### src/frs_pkg.sv
// constants, field positions and types shared by the section control block
// assumes one clock domain, the processor core on the same clock as the flash
`default_nettype none
package frs_pkg;
  // program memory geometry, word addressed
  localparam int PC_W   = 14;
  localparam int PAGE_W = 8;
  localparam int WORD_W = 6;
  // first page of the stalling section; all boot sizes start at or above it
  localparam logic [PAGE_W-1:0] STALL_FIRST_PAGE = 8'he0;
  // relocation sequence timing in cycles
  localparam logic [2:0] UNLOCK_CYC    = 3'h4;
  localparam logic [1:0] AFTER_SEL_CYC = 2'h2;
  // register byte offsets
  localparam logic [4:0] OFS_CORE_CTL = 5'h00;
  localparam logic [4:0] OFS_PROG_CSR = 5'h04;
  localparam logic [4:0] OFS_PAGE     = 5'h08;
  localparam logic [4:0] OFS_LOCK     = 5'h0c;
  localparam logic [4:0] OFS_IRQ_STAT = 5'h10;
  localparam logic [4:0] OFS_IRQ_CLR  = 5'h14;
  localparam logic [4:0] OFS_IRQ_EN   = 5'h18;
  // core_control_reg fields
  localparam int CC_UNLOCK = 0;
  localparam int CC_SELECT = 1;
  // program_control_status_reg fields
  localparam int PC_START   = 0;
  localparam int PC_ERASE   = 1;
  localparam int PC_CLR_BLK = 4;
  localparam int PC_BLOCKED = 6;
  localparam int PC_BUSY    = 7;
  // lock register: one write-protect bit per section, fuses read at 9:8
  localparam int LK_APP  = 0;
  localparam int LK_BOOT = 1;
  localparam int LK_FUSE = 8;
  // interrupt events
  localparam int EV_DONE    = 0;
  localparam int EV_REFUSED = 1;
  localparam int EV_N       = 2;
  localparam logic [31:0] RD_ZERO = 32'h0000_0000;

  typedef enum logic {FRS_IDLE = 1'b0, FRS_RUN = 1'b1} frs_seq_st_t;

  // first boot page per fuse code, largest boot section at code zero
  function automatic logic [PAGE_W-1:0] boot_first_page(input logic [1:0] fuse);
    logic [PAGE_W-1:0] p;
    p = 8'he0;
    unique case (fuse)
      2'h0: p = 8'he0;
      2'h1: p = 8'hf0;
      2'h2: p = 8'hf8;
      2'h3: p = 8'hfc;
    endcase
    return p;
  endfunction
endpackage
`default_nettype wire

### src/frs_seq_if.sv
// carrier between register front end and program sequencer
// assumes both ends on clk_sys
`default_nettype none
interface frs_seq_if;
  logic                        start;
  logic                        erase;
  logic [frs_pkg::PAGE_W-1:0]  page;
  logic [frs_pkg::PC_W-1:0]    pc;
  logic [1:0]                  lock;
  logic [1:0]                  fuse;
  logic                        clr_blk;
  logic                        busy;
  logic                        blocked;
  logic                        halt;
  logic                        done_ev;
  logic                        ref_ev;
  modport ctl (output start, erase, page, pc, lock, fuse, clr_blk,
               input busy, blocked, halt, done_ev, ref_ev);
  modport seq (input start, erase, page, pc, lock, fuse, clr_blk,
               output busy, blocked, halt, done_ev, ref_ev);
endinterface
`default_nettype wire

### src/frs_rww_ctl.sv
// top of the program memory section control: avalon slave, registers, irq
// assumes core, flash macro and bus master all run on clk_sys
`default_nettype none
module frs_rww_ctl (
  // clock and reset
  input  wire logic                       clk_sys,
  input  wire logic                       reset,
  // avalon-mm slave
  input  wire logic [4:0]                 avs_address,
  input  wire logic                       avs_read,
  input  wire logic                       avs_write,
  input  wire logic [31:0]                avs_writedata,
  output logic      [31:0]                avs_readdata,
  output logic                            avs_waitrequest,
  // core side
  input  wire logic [frs_pkg::PC_W-1:0]   core_pc,
  input  wire logic [1:0]                 boot_size_fuses,
  output logic      [frs_pkg::PC_W-1:0]   vector_base,
  output logic                            irq_block,
  output logic                            cpu_halt,
  output logic                            concurrent_blocked,
  // flash macro
  input  wire logic                       flash_done,
  output logic                            flash_req,
  output logic                            flash_erase,
  output logic      [frs_pkg::PAGE_W-1:0] flash_page,
  // interrupt
  output logic                            irq
);
  typedef struct packed {
    logic                              wait_n;
    logic [31:0]                       rdata;
    logic                              start;
    logic                              erase;
    logic [frs_pkg::PAGE_W-1:0]        page;
    logic [frs_pkg::PC_W-1:0]          pc;
    logic [1:0]                        lock;
    logic                              clr_blk;
    logic [frs_pkg::EV_N-1:0]          stat;
    logic [frs_pkg::EV_N-1:0]          en;
    logic                              irq;
    logic [frs_pkg::PC_W-1:0]          vbase;
    logic                              halt;
    logic                              blocked;
  } frs_top_t;
  frs_top_t s_ff, nxt_s;

  frs_seq_if sq ();
  logic unlock;
  logic vsel;
  logic vblk;
  logic take;
  logic wr_cc;
  logic [frs_pkg::EV_N-1:0] ev;
  logic [31:0] rd;

  // a request is taken at the edge where waitrequest is low
  assign take  = (avs_read || avs_write) && s_ff.wait_n;
  assign wr_cc = take && avs_write && avs_address == frs_pkg::OFS_CORE_CTL;

  frs_vec_unlock frs_vec_unlock_i (
    .clk_sys              (clk_sys),
    .reset                (reset),
    .wr                   (wr_cc),
    .d_unlock             (avs_writedata[frs_pkg::CC_UNLOCK]),
    .d_select             (avs_writedata[frs_pkg::CC_SELECT]),
    .vector_change_unlock (unlock),
    .vector_table_select  (vsel),
    .irq_block            (vblk)
  );

  frs_prog_seq frs_prog_seq_i (
    .clk_sys     (clk_sys),
    .reset       (reset),
    .sq          (sq.seq),
    .flash_done  (flash_done),
    .flash_req   (flash_req),
    .flash_erase (flash_erase),
    .flash_page  (flash_page)
  );

  // request fields to the sequencer
  assign sq.start   = s_ff.start;
  assign sq.erase   = s_ff.erase;
  assign sq.page    = s_ff.page;
  assign sq.pc      = s_ff.pc;
  assign sq.lock    = s_ff.lock;
  assign sq.fuse    = boot_size_fuses;
  assign sq.clr_blk = s_ff.clr_blk;

  // event vector for the sticky status
  always_comb begin
    ev = '0;
    ev[frs_pkg::EV_DONE]    = sq.done_ev;
    ev[frs_pkg::EV_REFUSED] = sq.ref_ev;
  end

  // read mux; unmapped and write-only offsets read zero
  always_comb begin
    rd = frs_pkg::RD_ZERO;
    unique case (avs_address)
      frs_pkg::OFS_CORE_CTL: begin
        rd[frs_pkg::CC_UNLOCK] = unlock;
        rd[frs_pkg::CC_SELECT] = vsel;
      end
      frs_pkg::OFS_PROG_CSR: begin
        rd[frs_pkg::PC_ERASE]   = s_ff.erase;
        rd[frs_pkg::PC_BLOCKED] = sq.blocked;
        rd[frs_pkg::PC_BUSY]    = sq.busy;
      end
      frs_pkg::OFS_PAGE: rd[frs_pkg::PAGE_W-1:0] = s_ff.page;
      frs_pkg::OFS_LOCK: begin
        rd[frs_pkg::LK_APP]                 = s_ff.lock[frs_pkg::LK_APP];
        rd[frs_pkg::LK_BOOT]                = s_ff.lock[frs_pkg::LK_BOOT];
        rd[frs_pkg::LK_FUSE+1:frs_pkg::LK_FUSE] = boot_size_fuses;
      end
      frs_pkg::OFS_IRQ_STAT: rd[frs_pkg::EV_N-1:0] = s_ff.stat;
      frs_pkg::OFS_IRQ_EN:   rd[frs_pkg::EV_N-1:0] = s_ff.en;
      default: rd = frs_pkg::RD_ZERO;
    endcase
  end

  // bus handshake, register writes and irq status
  always_comb begin
    nxt_s         = s_ff;
    nxt_s.start   = 1'b0;
    nxt_s.clr_blk = 1'b0;
    // one wait cycle per access; data is latched in the same cycle
    nxt_s.wait_n  = (avs_read || avs_write) && !s_ff.wait_n;
    if ((avs_read || avs_write) && !s_ff.wait_n) nxt_s.rdata = rd;
    if (take && avs_write) begin
      unique case (avs_address)
        frs_pkg::OFS_PROG_CSR: begin
          // start ignored while busy so the latched page stays stable
          if (avs_writedata[frs_pkg::PC_START] && !sq.busy) begin
            nxt_s.start = 1'b1;
            nxt_s.erase = avs_writedata[frs_pkg::PC_ERASE];
            nxt_s.pc    = core_pc;
          end
          nxt_s.clr_blk = avs_writedata[frs_pkg::PC_CLR_BLK];
        end
        frs_pkg::OFS_PAGE: begin
          if (!sq.busy) nxt_s.page = avs_writedata[frs_pkg::PAGE_W-1:0];
        end
        frs_pkg::OFS_LOCK: begin
          // lock bits only set; clearing needs a reset, like a chip erase
          nxt_s.lock[frs_pkg::LK_APP]  = s_ff.lock[frs_pkg::LK_APP]
                                         | avs_writedata[frs_pkg::LK_APP];
          nxt_s.lock[frs_pkg::LK_BOOT] = s_ff.lock[frs_pkg::LK_BOOT]
                                         | avs_writedata[frs_pkg::LK_BOOT];
        end
        frs_pkg::OFS_IRQ_CLR:
          nxt_s.stat = s_ff.stat & ~avs_writedata[frs_pkg::EV_N-1:0];
        frs_pkg::OFS_IRQ_EN:
          nxt_s.en = avs_writedata[frs_pkg::EV_N-1:0];
        default: nxt_s.stat = s_ff.stat;
      endcase
    end
    // a new event beats a clear in the same cycle
    nxt_s.stat = nxt_s.stat | ev;
    nxt_s.irq  = |(s_ff.stat & s_ff.en);
    // vector base follows select and fuses
    nxt_s.vbase = vsel ? {frs_pkg::boot_first_page(boot_size_fuses),
                          {frs_pkg::WORD_W{1'b0}}}
                       : {frs_pkg::PC_W{1'b0}};
    nxt_s.halt    = sq.halt;
    nxt_s.blocked = sq.blocked;
  end

  always_ff @(posedge clk_sys) begin
    if (reset) s_ff <= '0;
    else s_ff <= nxt_s;
  end

  // outputs, all registered
  assign avs_waitrequest    = !s_ff.wait_n;
  assign avs_readdata       = s_ff.rdata;
  assign vector_base        = s_ff.vbase;
  assign irq_block          = vblk;
  assign cpu_halt           = s_ff.halt;
  assign concurrent_blocked = s_ff.blocked;
  assign irq                = s_ff.irq;
endmodule
`default_nettype wire

### src/frs_vec_unlock.sv
// vector table select with timed unlock and interrupt blocking
// assumes wr is a one-cycle write strobe of core_control_reg
`default_nettype none
module frs_vec_unlock (
  // clock and reset
  input  wire logic clk_sys,
  input  wire logic reset,
  // register write
  input  wire logic wr,
  input  wire logic d_unlock,
  input  wire logic d_select,
  // state
  output logic      vector_change_unlock,
  output logic      vector_table_select,
  output logic      irq_block
);
  typedef struct packed {
    logic       unlock;
    logic       sel;
    logic       blk;
    logic [2:0] unl_cnt;
    logic [1:0] sel_cnt;
  } frs_vec_t;
  frs_vec_t s_ff, nxt_s;

  // countdowns first, a write then overrides them
  always_comb begin
    nxt_s = s_ff;
    if (s_ff.unl_cnt != 3'h0) nxt_s.unl_cnt = s_ff.unl_cnt - 3'h1;
    if (s_ff.unl_cnt == 3'h1) begin
      nxt_s.unlock = 1'b0;
      if (s_ff.sel_cnt == 2'h0) nxt_s.blk = 1'b0;
    end
    if (s_ff.sel_cnt != 2'h0) begin
      nxt_s.sel_cnt = s_ff.sel_cnt - 2'h1;
      if (s_ff.sel_cnt == 2'h1) nxt_s.blk = 1'b0;
    end
    if (wr) begin
      if (d_unlock) begin
        nxt_s.unlock  = 1'b1;
        nxt_s.unl_cnt = frs_pkg::UNLOCK_CYC;
        nxt_s.blk     = 1'b1;
        nxt_s.sel_cnt = 2'h0;
      end else if (s_ff.unlock) begin
        nxt_s.sel     = d_select;
        nxt_s.unlock  = 1'b0;
        nxt_s.unl_cnt = 3'h0;
        nxt_s.sel_cnt = frs_pkg::AFTER_SEL_CYC;
      end
    end
  end

  always_ff @(posedge clk_sys) begin
    if (reset) s_ff <= '0;
    else s_ff <= nxt_s;
  end

  assign vector_change_unlock = s_ff.unlock;
  assign vector_table_select  = s_ff.sel;
  assign irq_block            = s_ff.blk;
endmodule
`default_nettype wire

### src/frs_prog_seq.sv
// page erase/write sequencer: origin check, locks, section split, halt
// assumes flash_done is a one-cycle pulse from the flash macro on clk_sys
`default_nettype none
module frs_prog_seq (
  // clock and reset
  input  wire logic                       clk_sys,
  input  wire logic                       reset,
  // register side
  frs_seq_if.seq                          sq,
  // flash macro
  input  wire logic                       flash_done,
  output logic                            flash_req,
  output logic                            flash_erase,
  output logic [frs_pkg::PAGE_W-1:0]      flash_page
);
  typedef struct packed {
    frs_pkg::frs_seq_st_t        st;
    logic                        req;
    logic                        erase;
    logic [frs_pkg::PAGE_W-1:0]  page;
    logic                        blocked;
    logic                        halt;
    logic                        done_ev;
    logic                        ref_ev;
  } frs_seq_t;
  frs_seq_t s_ff, nxt_s;
  logic [frs_pkg::PAGE_W-1:0] boot_pg;
  logic                       from_boot;
  logic                       tgt_boot;
  logic                       locked;

  // boot start from fuses; always at or above the stalling boundary
  assign boot_pg   = frs_pkg::boot_first_page(sq.fuse);
  assign from_boot = sq.pc[frs_pkg::PC_W-1:frs_pkg::WORD_W] >= boot_pg;
  // any page may be targeted from boot, subject to its own section lock
  assign tgt_boot  = sq.page >= boot_pg;
  assign locked    = tgt_boot ? sq.lock[frs_pkg::LK_BOOT]
                              : sq.lock[frs_pkg::LK_APP];

  always_comb begin
    nxt_s         = s_ff;
    nxt_s.req     = 1'b0;
    nxt_s.done_ev = 1'b0;
    nxt_s.ref_ev  = 1'b0;
    // clear only when idle; an accepted start in the same cycle sets it again, a refused one leaves it clear
    if (sq.clr_blk && s_ff.st == frs_pkg::FRS_IDLE) nxt_s.blocked = 1'b0;
    unique case (s_ff.st)
      frs_pkg::FRS_IDLE: begin
        if (sq.start) begin
          if (!from_boot || locked) begin
            nxt_s.ref_ev = 1'b1;
          end else begin
            nxt_s.st      = frs_pkg::FRS_RUN;
            nxt_s.req     = 1'b1;
            nxt_s.erase   = sq.erase;
            nxt_s.page    = sq.page;
            nxt_s.blocked = 1'b1;
            nxt_s.halt    = sq.page >= frs_pkg::STALL_FIRST_PAGE;
          end
        end
      end
      frs_pkg::FRS_RUN: begin
        if (flash_done) begin
          nxt_s.st      = frs_pkg::FRS_IDLE;
          nxt_s.halt    = 1'b0;
          nxt_s.done_ev = 1'b1;
        end
      end
    endcase
  end

  always_ff @(posedge clk_sys) begin
    if (reset) s_ff <= '0;
    else s_ff <= nxt_s;
  end

  assign sq.busy     = s_ff.st == frs_pkg::FRS_RUN;
  assign sq.blocked  = s_ff.blocked;
  assign sq.halt     = s_ff.halt;
  assign sq.done_ev  = s_ff.done_ev;
  assign sq.ref_ev   = s_ff.ref_ev;
  assign flash_req   = s_ff.req;
  assign flash_erase = s_ff.erase;
  assign flash_page  = s_ff.page;
endmodule
`default_nettype wire

### config.mk
export PLATFORM = sky130hd
export DESIGN_NAME = frs_rww_ctl
export DESIGN_NICKNAME = d
export VERILOG_FILES = /design/src/frs_pkg.sv /design/src/frs_seq_if.sv /design/src/frs_rww_ctl.sv /design/src/frs_vec_unlock.sv /design/src/frs_prog_seq.sv
export SDC_FILE = /design/constraint.sdc
export NUM_CORES = 1
export LEC_CHECK = 0
export ABC_AREA = 1
export BUFFER_PORTS_ARGS = -buffer_cell sky130_fd_sc_hd__buf_4
export CORE_ASPECT_RATIO = 2
export CORE_MARGIN = 2
export CORE_UTILIZATION = 50
export CTS_CLUSTER_SIZE = 28
export DETAILED_ROUTE_END_ITERATION = 10
export GPL_ROUTABILITY_DRIVEN = 0
export HOLD_SLACK_MARGIN = 0.03
export PLACE_DENSITY = 0.83
export SETUP_SLACK_MARGIN = 0.5
export SYNTH_ARGS = -nofsm -noshare
export SYNTH_HDL_FRONTEND = slang
export SYNTH_HIERARCHICAL = 1
export SYNTH_SLANG_ARGS = --single-unit
### constraint.sdc
create_clock -name clk_sys -period 2.3 [get_ports clk_sys]
set_input_delay 0.345 -clock clk_sys [delete_from_list [all_inputs] [get_ports clk_sys]]
set_output_delay 0.345 -clock clk_sys [all_outputs]
set_load 0.05 [all_outputs]
==> tab_implementation.tex, run 1 <==
\begin{tabular}{lr}
\hline
Metric & Value \\
\hline
\multicolumn{2}{l}{\textbf{STA}} \\
\quad Slew at the pin closest to its max-slew limit & between 0.5 and 0.6 ns \\
\quad Final Hold Violating Endpoints & 0 \\
\quad Final max-slew violation count & 0 \\
\quad Setup-violating endpoint count in the final report & 0 \\
\quad Final critical-path setup slack & slightly below 0.7 ns \\
\quad Final TNS setup & 0 ns \\
\quad Tightest slew margin relative to the limit & 0.6027 \\
\quad Tcrit/Tclk final & 0.7013 \\
\quad Period minus WS final & 1.613 ns \\
\quad Max Clk Rate & between 600 and 700 MHz \\
\quad Unrepaired setup endpoints after global routing & false \\
\quad Worst clock skew & just under 0.008 ns \\
\multicolumn{2}{l}{\textbf{Layout}} \\
\quad Number of standard cells in the final layout excluding fillers & 554 \\
\quad Layout cell share with drive strength beyond 1 & 0.1923 \\
\quad Number of antenna repair diodes & 0 \\
\quad Fillers & roughly 570 \\
\quad Net count, final & 528 \\
\quad P\&R area growth vs syn & 15.22\% \\
\multicolumn{2}{l}{\textbf{Status}} \\
\quad Status & finished, final reports clean \\
\multicolumn{2}{l}{\textbf{Die}} \\
\quad Starting density of the core & 0.5086 \\
\quad IO Pins & approximately 120 \\
\quad Die width & around 60 µm \\
\quad Area of the die & between 7000 and 8000 µm² \\
\quad Row count & 41 \\
\quad Die Y & 116.4 µm \\
\quad Core Footprint & 6207 µm² \\
\multicolumn{2}{l}{\textbf{Global routing}} \\
\quad Aggregate global-route resource usage & 0.1900 \\
\quad Maximum number of pins on one net before global-route repair & 27 \\
\quad Vias in the first global route & $\sim$2300 \\
\quad Wire length of the first global-routing pass & roughly 10000 µm \\
\quad Number of antenna violations at the first check in global routing & 0 \\
\quad Remaining global-route overflow & 0 \\
\multicolumn{2}{l}{\textbf{Detailed routing}} \\
\quad Length of the first detailed-routing pass in iterations & 4 \\
\quad Detailed-route via count & between 2000 and 3000 \\
\quad Number of DRC markers after the initial detailed-route iteration & 129 \\
\quad Detailed-route vias per instance & around 4.7 \\
\quad ANT nets after route & 0 \\
\quad Average routed wire per standard cell & 11.12 µm \\
\quad Remaining DRCs & 0 \\
\quad Final wirelength & a little over 6000 µm \\
\multicolumn{2}{l}{\textbf{Worst setup path}} \\
\quad Type of destination of the critical path & register \\
\quad Category of the critical setup timing path & register to register \\
\quad Worst Setup Start Kind & register \\
\quad Required arrival time at the worst endpoint & 2.52 ns \\
\quad Data arrival at the endpoint of the critical path & approximately 1.8 ns \\
\quad Worst-path maximum fanout & 22 \\
\multicolumn{2}{l}{\textbf{Pwr}} \\
\quad Peak VDD IR & about 650 µV \\
\quad Leakage Power & about 1.7 nW \\
\quad Total power consumption of the routed design & around 0.0028 W \\
\quad Power per standard cell area & approximately 770 nW/µm² \\
\multicolumn{2}{l}{\textbf{Clocking}} \\
\quad Worst-skew pair later-pin latency & about 0.32 ns \\
\quad Number of sinks driven by the clock tree & 64 \\
\quad Hold buffer count at cts & 0 \\
\quad H-tree lvl count & 3 \\
\quad Number of buffers added by the clock tree synthesis step & 9 \\
\quad Clock tree from TritonCTS & built \\
\quad Buffers inserted during post-CTS setup optimization & 0 \\
\quad Clock Root Buffer & clkbuf\_16 \\
\quad Post-CTS sizing & 0 \\
\quad Clock buffer depth & 2 \\
\quad CTS clock-pin slew for the worst setup and hold paths & about 0.050 ns \\
\multicolumn{2}{l}{\textbf{Placement}} \\
\quad Worst slack, placed & roughly 0.43 ns \\
\quad DPL Wire Length & approximately 4400 µm \\
\quad Post-placement cell count & 539 \\
\quad Buffers added on ports & 56 \\
\multicolumn{2}{l}{\textbf{Logic synthesis}} \\
\quad Area of the mapped netlist & 3157 µm² \\
\quad Average footprint of a synthesized cell & 7.428 µm² \\
\quad Warnings from Yosys & 6 \\
\quad Cells after synthesis & 425 \\
\multicolumn{2}{l}{\textbf{Hold path}} \\
\quad Hold WC Path Type & primary input to register \\
\multicolumn{2}{l}{\textbf{Run}} \\
\quad Max-cap violations & 0 \\
\hline
\end{tabular}
==> per-layer routing <==
layer | vias to the layer above | routed length [µm] | track usage
li1 | 1340 | - | -
met1 | 1143 | 2491 | 0.2242
met2 | 99 | 3139 | 0.3116
met3 | 13 | 397 | 0.04651
met4 | 0 | 131 | 0.09630
met5 | - | 0 | 0
==> layout make-up <==
cell class              instances  area [µm²]  share of cell area
clock buffers                  10       229.0             0.06295
clock inverters                 5       25.02            0.006880
inverters                      49       188.9             0.05194
multi-input cells             282        1370              0.3767
flip-flops and latches         64        1281              0.3523
well taps                      86       107.6             0.02958
repair buffers                 58       435.4              0.1197
==> per-stage QoR <==
step             util  hold WS (ns)  instance area, µm²
2_1_floorplan       -        0.3995                3266
3_3_place_gp   0.5451        0.4086                3383
3_5_place_dp   0.5451        0.4111                3383
4_1_cts        0.5860        0.2417                3637
5_1_grt        0.5860        0.2776                3637
6_report       0.5860        0.2515                3637
==> report_power, final <==
part | switching, W | internal (W)
logic | 0.000332 | 0.000130
registers | 0.0000296 | 0.00115
clock network | 0.000444 | 0.000711
total | 0.000806 | 0.00199
==> flip-flops by register name, indices dropped and copies added, names as in the netlist, 2 cells and up <==
register                   flops
avs_readdata                  10
frs_prog_seq_i/flash_page      8
frs_vec_unlock_i/s_ff          5
s_ff                           5
sq.lock                        2
sq.page                        8
sq.pc                          6
vector_base                    4
==> worst max-delay path, stage by stage (launching register included) <==
cell	delay, ns
dfxtp_1	0.41
ha_1	0.26
nand2_1	0.06
nor2_1	0.04
nand2_1	0.09
nand3_1	0.11
nand4_2	0.10
buf_4	0.24
nand2_1	0.10
nand2_1	0.07
nor2_1	0.04
==> cell usage in the layout (no fill, tap or decap), types with 4 or more instances in the layout <==
master	n
clkbuf_16	9
nand2_1	66
nand3_1	12
buf_4	58
conb_1	30
dfxtp_1	64
clkinv_2	5
inv_1	47
nor2_1	78
nor3_1	4
a21oi_1	25
ha_1	6
nand4_1	10
o21ai_0	27
a21oi_2	4
==> path summary, 6_finish.rpt <==
kind | slack (ns) | from | cells after the start | end
worst min register to register | 0.42 | frs_prog_seq_i/sq.halt | 2 | cpu_halt
worst min-delay path | 0.25 | core_pc[13] | 3 | sq.pc[13]
worst max-delay path | 0.69 | sq.page[4] | 10 | frs_prog_seq_i/flash_page[6]
worst max register to register | 0.69 | sq.page[4] | 10 | frs_prog_seq_i/flash_page[6]
No activity file was read; power rests on OpenSTA's default activity.
==> inputs of run 2 (changes only) <==
Clock period 2.3 ns to 1.7 ns, I/O delays scaled along.
==> run 2 against run 1 <==
Against the previous run: register-to-register slack got worse by 0.62 ns; sequential power rose by 35%; cell area rose by 10%; setup slack got worse by 0.62 ns; non-clock buffer count rose by 17; sequential cell count did not move; die area did not move; clock power rose by 54%; cell count rose by 3.1%; highest routed layer unchanged; clock-buffer cell count rose by 2; utilization rose by 6.0 points.
==> tab_implementation.tex, run 2 (synthesis results as in run 1) <==
\begin{tabular}{lr}
\hline
Metric & Value \\
\hline
\multicolumn{2}{l}{\textbf{Detailed routing}} \\
\quad Remaining DRCs & 0 \\
\quad ANT nets after route & 0 \\
\quad WL met2 & roughly 3700 µm \\
\quad Detailed-route vias per instance & 4.856 \\
\quad Final wirelength & roughly 7400 µm \\
\quad Top routing layer in use & met4 \\
\quad Number of DRC markers after the initial detailed-route iteration & approximately 190 \\
\quad Average routed wire per standard cell & roughly 13 µm \\
\quad Post-Route M1 WL & about 2900 µm \\
\quad Detailed-route via count & around 2800 \\
\quad DR WL met3 & approximately 600 µm \\
\quad Length of the first detailed-routing pass in iterations & 5 \\
\multicolumn{2}{l}{\textbf{Layout}} \\
\quad Leading cell types in the layout, fill and taps excluded & nor2\_1, buf\_4, dfxtp\_1 \\
\quad P\&R area growth vs syn & 27.07\% \\
\quad Most common cell after layout, fill and taps aside & nor2\_1 \\
\quad Flip-flop count of the largest register, all copies and words added & 10 \\
\quad Number of standard cells in the final layout excluding fillers & 571 \\
\quad Number of antenna repair diodes & 0 \\
\quad Net count, final & around 550 \\
\quad Final standard cell utilization of the core & 0.6462 \\
\quad Layout cell share with drive strength beyond 1 & 0.2825 \\
\multicolumn{2}{l}{\textbf{STA}} \\
\quad Final max-slew violation count & 0 \\
\quad Tightest slew margin relative to the limit & 0.5838 \\
\quad Final TNS setup & 0 ns \\
\quad Tcrit/Tclk final & 0.9592 \\
\quad Worst clock skew & approximately 0.0046 ns \\
\quad Max Clk Rate & between 600 and 700 MHz \\
\quad Setup-violating endpoint count in the final report & 0 \\
\quad Final Hold Violating Endpoints & 0 \\
\quad Unrepaired setup endpoints after global routing & true \\
\quad Period minus WS final & 1.631 ns \\
\quad Slew at the pin closest to its max-slew limit & slightly above 0.6 ns \\
\multicolumn{2}{l}{\textbf{Pwr}} \\
\quad Peak VDD IR & 590.1 µV \\
\quad Comb power frac & 0.162 \\
\quad Switching fraction of total power & 0.2777 \\
\quad Total power consumption of the routed design & around 0.0040 W \\
\quad Net switching power & $\sim$0.0011 W \\
\quad Sequential cell fraction of total power & 0.395 \\
\quad Cell internal pwr & a little under 0.003 W \\
\quad Clock network power share & 0.443 \\
\quad Leakage Power & roughly 1.8 nW \\
\quad Power per standard cell area & roughly 1000 nW/µm² \\
\multicolumn{2}{l}{\textbf{Clocking}} \\
\quad Number of sinks driven by the clock tree & between 60 and 70 \\
\quad H-tree lvl count & 3 \\
\quad Clock Root Buffer & clkbuf\_16 \\
\quad Worst-skew pair later-pin latency & around 0.33 ns \\
\quad Clock tree from TritonCTS & built \\
\quad Hold buffer count at cts & 0 \\
\quad CTS clock-pin slew for the worst setup and hold paths & approximately 0.050 ns \\
\quad Number of buffers added by the clock tree synthesis step & 9 \\
\quad Clock buffer depth & 2 \\
\multicolumn{2}{l}{\textbf{Global routing}} \\
\quad Vias in the first global route & between 2000 and 2500 \\
\quad Maximum number of pins on one net before global-route repair & 23 \\
\quad Aggregate global-route resource usage & 0.1993 \\
\quad Remaining global-route overflow & 0 \\
\quad Number of antenna violations at the first check in global routing & 0 \\
\quad Wire length of the first global-routing pass & about 10000 µm \\
\multicolumn{2}{l}{\textbf{Worst setup path}} \\
\quad Worst Setup Start Kind & register \\
\quad Category of the critical setup timing path & register to register \\
\quad Worst-path maximum fanout & 5 \\
\quad Required arrival time at the worst endpoint & roughly 2.0 ns \\
\quad Type of destination of the critical path & register \\
\quad Data arrival at the endpoint of the critical path & about 1.9 ns \\
\multicolumn{2}{l}{\textbf{Die}} \\
\quad Starting density of the core & 0.5086 \\
\quad IO Pins & $\sim$120 \\
\quad Die width & $\sim$60 µm \\
\quad Core Footprint & roughly 6200 µm² \\
\quad Die Y & between 100 and 150 µm \\
\quad Row count & 41 \\
\quad Area of the die & approximately 7000 µm² \\
\multicolumn{2}{l}{\textbf{Hold path}} \\
\quad Hold WC Path Type & primary input to register \\
\multicolumn{2}{l}{\textbf{Placement}} \\
\quad DPL Wire Length & between 4000 and 5000 µm \\
\quad Buffers added on ports & 56 \\
\quad Post-placement cell count & 543 \\
\multicolumn{2}{l}{\textbf{Run}} \\
\quad Max-cap violations & 0 \\
\multicolumn{2}{l}{\textbf{Status}} \\
\quad Status & finished, final reports clean \\
\hline
\end{tabular}
## run 2: final timing paths
path | cells past startpoint | slack (ns) | end | startpoint
max | 10 | 0.07 | frs_prog_seq_i/flash_page[0] | sq.page[4]
min | 2 | 0.16 | cpu_halt | reset
max reg2reg | 10 | 0.07 | frs_prog_seq_i/flash_page[0] | sq.page[4]
min reg2reg | 2 | 0.43 | cpu_halt | frs_prog_seq_i/sq.halt
## run 2: routing by layer
layer,vias up,global-route usage
met1,1235,0.2344
li1,1375,-
met5,-,0
met3,20,0.06202
met2,143,0.3239
met4,0,0.09037
## run 2: layout make-up
type                       count  area (µm²)
fill                         509        2196
multi-input combinational    282        1500
sequential                    64        1291
timing repair buffer          75       621.8
clock buffer                  12       246.5
inverter                      49       201.4
tap                           86       107.6
clock inverter                 3       42.54
## run 2: critical path, cell delays in order (launching register included)
cell	delay (ns)
dfxtp_2	0.34
ha_4	0.27
nand2_2	0.05
nor2_2	0.12
nand2_2	0.11
nand3_4	0.09
nand4_4	0.17
clkbuf_16	0.21
nand2_2	0.05
nand2_1	0.04
nor2_1	0.11
## run 2: stage by stage
stage	hold slack, ns	setup slack [ns]	cell area [µm²]
after detailed placement	0.4235	0.04149	3457
after CTS	0.1623	0.1367	3800
after global placement	0.4154	0.08008	3457
after global routing	0.1737	0.0002354	4011
final	0.1645	0.06932	4011
after floorplan	0.3241	0.3030	3322
## run 2: what timing repair did
action / CTS / global route
setup buffers: 3 / 8
pin swaps: 4 / 19
hold endpoints to repair: 0 / 0
gates resized for setup: 9 / 29
setup endpoints to repair: 25 / 39
gates cloned: 0 / 2
## run 2: power groups by stage
| stage | Sequential, W | Clock (W) | Combinational [W] |
|---|---|---|---|
| CTS | 0.00159 | 0.00179 | 0.000636 |
| global route | 0.00160 | 0.00186 | 0.000723 |
| finish | 0.00159 | 0.00179 | 0.000652 |
| detailed placement | 0.00162 | 0 | 0.000627 |
| floorplan | 0.00162 | 0 | 0.000569 |
| global placement | 0.00162 | 0 | 0.000619 |
==> inputs of run 3 (changes only) <==
--- a/constraint.sdc
+++ b/constraint.sdc
@@ -3,2 +3,2 @@
 set_output_delay 0.255 -clock clk_sys [all_outputs]
-set_load 0.05 [all_outputs]
+set_load 0.005 [all_outputs]
==> run 3 against run 2 <==
Against the previous run: highest routed layer unchanged; routed wire length down 4.7%; clock power down 6%; sequential share of layout area up 0.63 points; via count down 1.4%; worst hold slack better by 0.0013 ns; combinational power down 28%; cell count down 0.88%; utilization down 1.2 points; die area unchanged; critical path type unchanged.
==> tab_implementation.tex, run 3 (synthesis results as in run 1) <==
\begin{tabular}{lr}
\hline
Metric & Value \\
\hline
\multicolumn{2}{l}{\textbf{Worst setup path}} \\
\quad Critical path buffers and inverters & 1 \\
\quad Crit path cell chain & ha\_4 -> nand2\_2 -> nor2\_2 -> nand2\_2 -> nand3\_2 -> nand4\_4 -> clkbuf\_16 -> nor2\_1 -> nor2\_1 \\
\quad Worst Setup Start Kind & register \\
\quad Critical Path Stages & 9 \\
\quad Number of cells on the worst reg-to-reg path & 9 \\
\quad Setup crit start & sq.page[4] \\
\quad Type of destination of the critical path & register \\
\quad Cell with the biggest individual delay on the critical path & dfxtp\_4 \\
\quad Worst-path maximum fanout & 11 \\
\quad Data arrival at the endpoint of the critical path & about 1.8 ns \\
\quad Family of cells with the greatest summed delay on the critical path & simple AND/OR/NAND/NOR gates \\
\quad Crit-path max cell delay & roughly 0.36 ns \\
\quad Required arrival time at the worst endpoint & about 1.9 ns \\
\quad Category of the critical setup timing path & register to register \\
\quad Worst R2R Setup Slack & 0.09 ns \\
\quad Worst r2r src & sq.page[4] \\
\multicolumn{2}{l}{\textbf{Layout}} \\
\quad Most common cell after layout, fill and taps aside & nor2\_1 \\
\quad Leading cell types in the layout, fill and taps excluded & nor2\_1, buf\_4, dfxtp\_1 \\
\quad P\&R area growth vs syn & 24.61\% \\
\quad Number of antenna repair diodes & 0 \\
\quad Final standard cell utilization of the core & 0.6337 \\
\quad Flip-flop count of the largest register, all copies and words added & 10 \\
\quad Net count, final & 540 \\
\quad Number of standard cells in the final layout excluding fillers & 566 \\
\quad Layout cell share with drive strength beyond 1 & 0.2667 \\
\multicolumn{2}{l}{\textbf{STA}} \\
\quad Final max-slew violation count & 0 \\
\quad Setup-violating endpoint count in the final report & 0 \\
\quad Unrepaired setup endpoints after global routing & true \\
\quad Tightest slew margin relative to the limit & 0.5828 \\
\quad Slew at the pin closest to its max-slew limit & between 0.6 and 0.7 ns \\
\quad Final TNS setup & 0 ns \\
\quad Worst clock skew & just over 0.005 ns \\
\quad Tcrit/Tclk final & 0.9474 \\
\quad Period minus WS final & about 1.6 ns \\
\quad Final Hold Violating Endpoints & 0 \\
\quad Max Clk Rate & about 620 MHz \\
\multicolumn{2}{l}{\textbf{Die}} \\
\quad Row count & between 40 and 50 \\
\quad Die Y & about 120 µm \\
\quad Die width & around 60 µm \\
\quad Area of the die & approximately 7000 µm² \\
\quad Core Footprint & around 6200 µm² \\
\quad Starting density of the core & 0.5086 \\
\quad IO Pins & 119 \\
\multicolumn{2}{l}{\textbf{Pwr}} \\
\quad Clock network power share & 0.451 \\
\quad Cell internal pwr & between 0.002 and 0.003 W \\
\quad Switching fraction of total power & 0.2529 \\
\quad Power per standard cell area & 952.7 nW/µm² \\
\quad Net switching power & about 0.00095 W \\
\quad Sequential cell fraction of total power & 0.425 \\
\quad Comb power frac & 0.125 \\
\quad Leakage Power & about 1.8 nW \\
\quad Peak VDD IR & about 1000 µV \\
\multicolumn{2}{l}{\textbf{Clocking}} \\
\quad Number of sinks driven by the clock tree & 64 \\
\quad Clock Root Buffer & clkbuf\_16 \\
\quad Number of buffers added by the clock tree synthesis step & 9 \\
\quad Clock tree from TritonCTS & built \\
\quad Hold buffer count at cts & 0 \\
\quad Worst-skew pair later-pin latency & approximately 0.33 ns \\
\quad H-tree lvl count & 3 \\
\quad CTS clock-pin slew for the worst setup and hold paths & 0.05 ns \\
\quad Clock buffer depth & 2 \\
\multicolumn{2}{l}{\textbf{Detailed routing}} \\
\quad ANT nets after route & 0 \\
\quad Average routed wire per standard cell & between 10 and 15 µm \\
\quad Detailed-route via count & $\sim$2700 \\
\quad Final wirelength & between 7000 and 8000 µm \\
\quad Remaining DRCs & 0 \\
\quad Length of the first detailed-routing pass in iterations & 4 \\
\quad Detailed-route vias per instance & between 4 and 5 \\
\quad Number of DRC markers after the initial detailed-route iteration & between 100 and 150 \\
\multicolumn{2}{l}{\textbf{Global routing}} \\
\quad Maximum number of pins on one net before global-route repair & 23 \\
\quad Remaining global-route overflow & 0 \\
\quad Number of antenna violations at the first check in global routing & 0 \\
\quad Vias in the first global route & roughly 2200 \\
\quad Aggregate global-route resource usage & 0.1985 \\
\quad Wire length of the first global-routing pass & around 10000 µm \\
\multicolumn{2}{l}{\textbf{Hold path}} \\
\quad Hold path startpoint & avs\_writedata[3] \\
\quad Hold WC Path Type & primary input to register \\
\quad Worst hold path cell count & 3 \\
\multicolumn{2}{l}{\textbf{Status}} \\
\quad Status & finished, final reports clean \\
\multicolumn{2}{l}{\textbf{Placement}} \\
\quad Buffers added on ports & 56 \\
\quad DPL Wire Length & approximately 4700 µm \\
\quad Post-placement cell count & between 500 and 600 \\
\multicolumn{2}{l}{\textbf{Run}} \\
\quad Max-cap violations & 0 \\
\hline
\end{tabular}
## run 3: layout make-up
class | instances | area, µm²
clock buffer | 12 | 256.5
timing repair inverter | 1 | 5.005
tap | 86 | 107.6
sequential | 64 | 1291
fill | 520 | 2273
timing repair buffer | 69 | 578.1
multi-input combinational | 282 | 1483
inverter | 49 | 195.2
clock inverter | 3 | 17.52
## run 3: layer usage
metal  track usage  wire length [µm]  part of all wire  vias up
li1              -                 -                 -     1375
met4       0.09778               241             0.034        0
met3       0.06534               432             0.061       18
met2        0.3116              3534              0.50      107
met5             0                 0                 0        -
met1        0.2382              2827              0.40     1234
## run 3: power by group through the flow
stage               Sequential, W  Combinational [W]  Clock, W
finish                    0.00159           0.000468   0.00169
global route              0.00160           0.000533   0.00178
CTS                       0.00159           0.000447   0.00171
detailed placement        0.00162           0.000443         0
global placement          0.00162           0.000431         0
floorplan                 0.00161           0.000375         0
## run 3: path summary, 6_finish.rpt
path                                                      to
worst max-delay path            frs_prog_seq_i/flash_page[5]
worst max register to register  frs_prog_seq_i/flash_page[5]
worst min-delay path                              sq.page[3]
worst min register to register                      cpu_halt
## run 3: worst reg2reg max path, delay by kind of cell (launching register included)
kind | cells | cell delay, ns
flip-flops | 1 | 0.36
adder cells (fa/ha/maj) | 1 | 0.26
AND/OR/NAND/NOR | 7 | 0.68
buffers and inverters | 1 | 0.22
## run 3: what timing repair did
| action | in CTS | in global routing |
|---|---|---|
| gates cloned | 0 | 3 |
| setup endpoints to repair | 30 | 32 |
| resized for setup | 6 | 27 |
| setup buffers | 1 | 5 |
| pin swaps | 1 | 6 |
## run 3: through the flow
stage,power [W],hold WS [ns],cell area [µm²],setup WS (ns)
floorplan,0.001989,0.3241,3299,0.3030
global placement,0.002051,0.4129,3433,0.08422
detailed placement,0.002064,0.4230,3433,0.03751
CTS,0.003748,0.1616,3741,0.1658
global route,0.003906,0.1672,3934,0.02329
finish,0.003748,0.1658,3934,0.08936
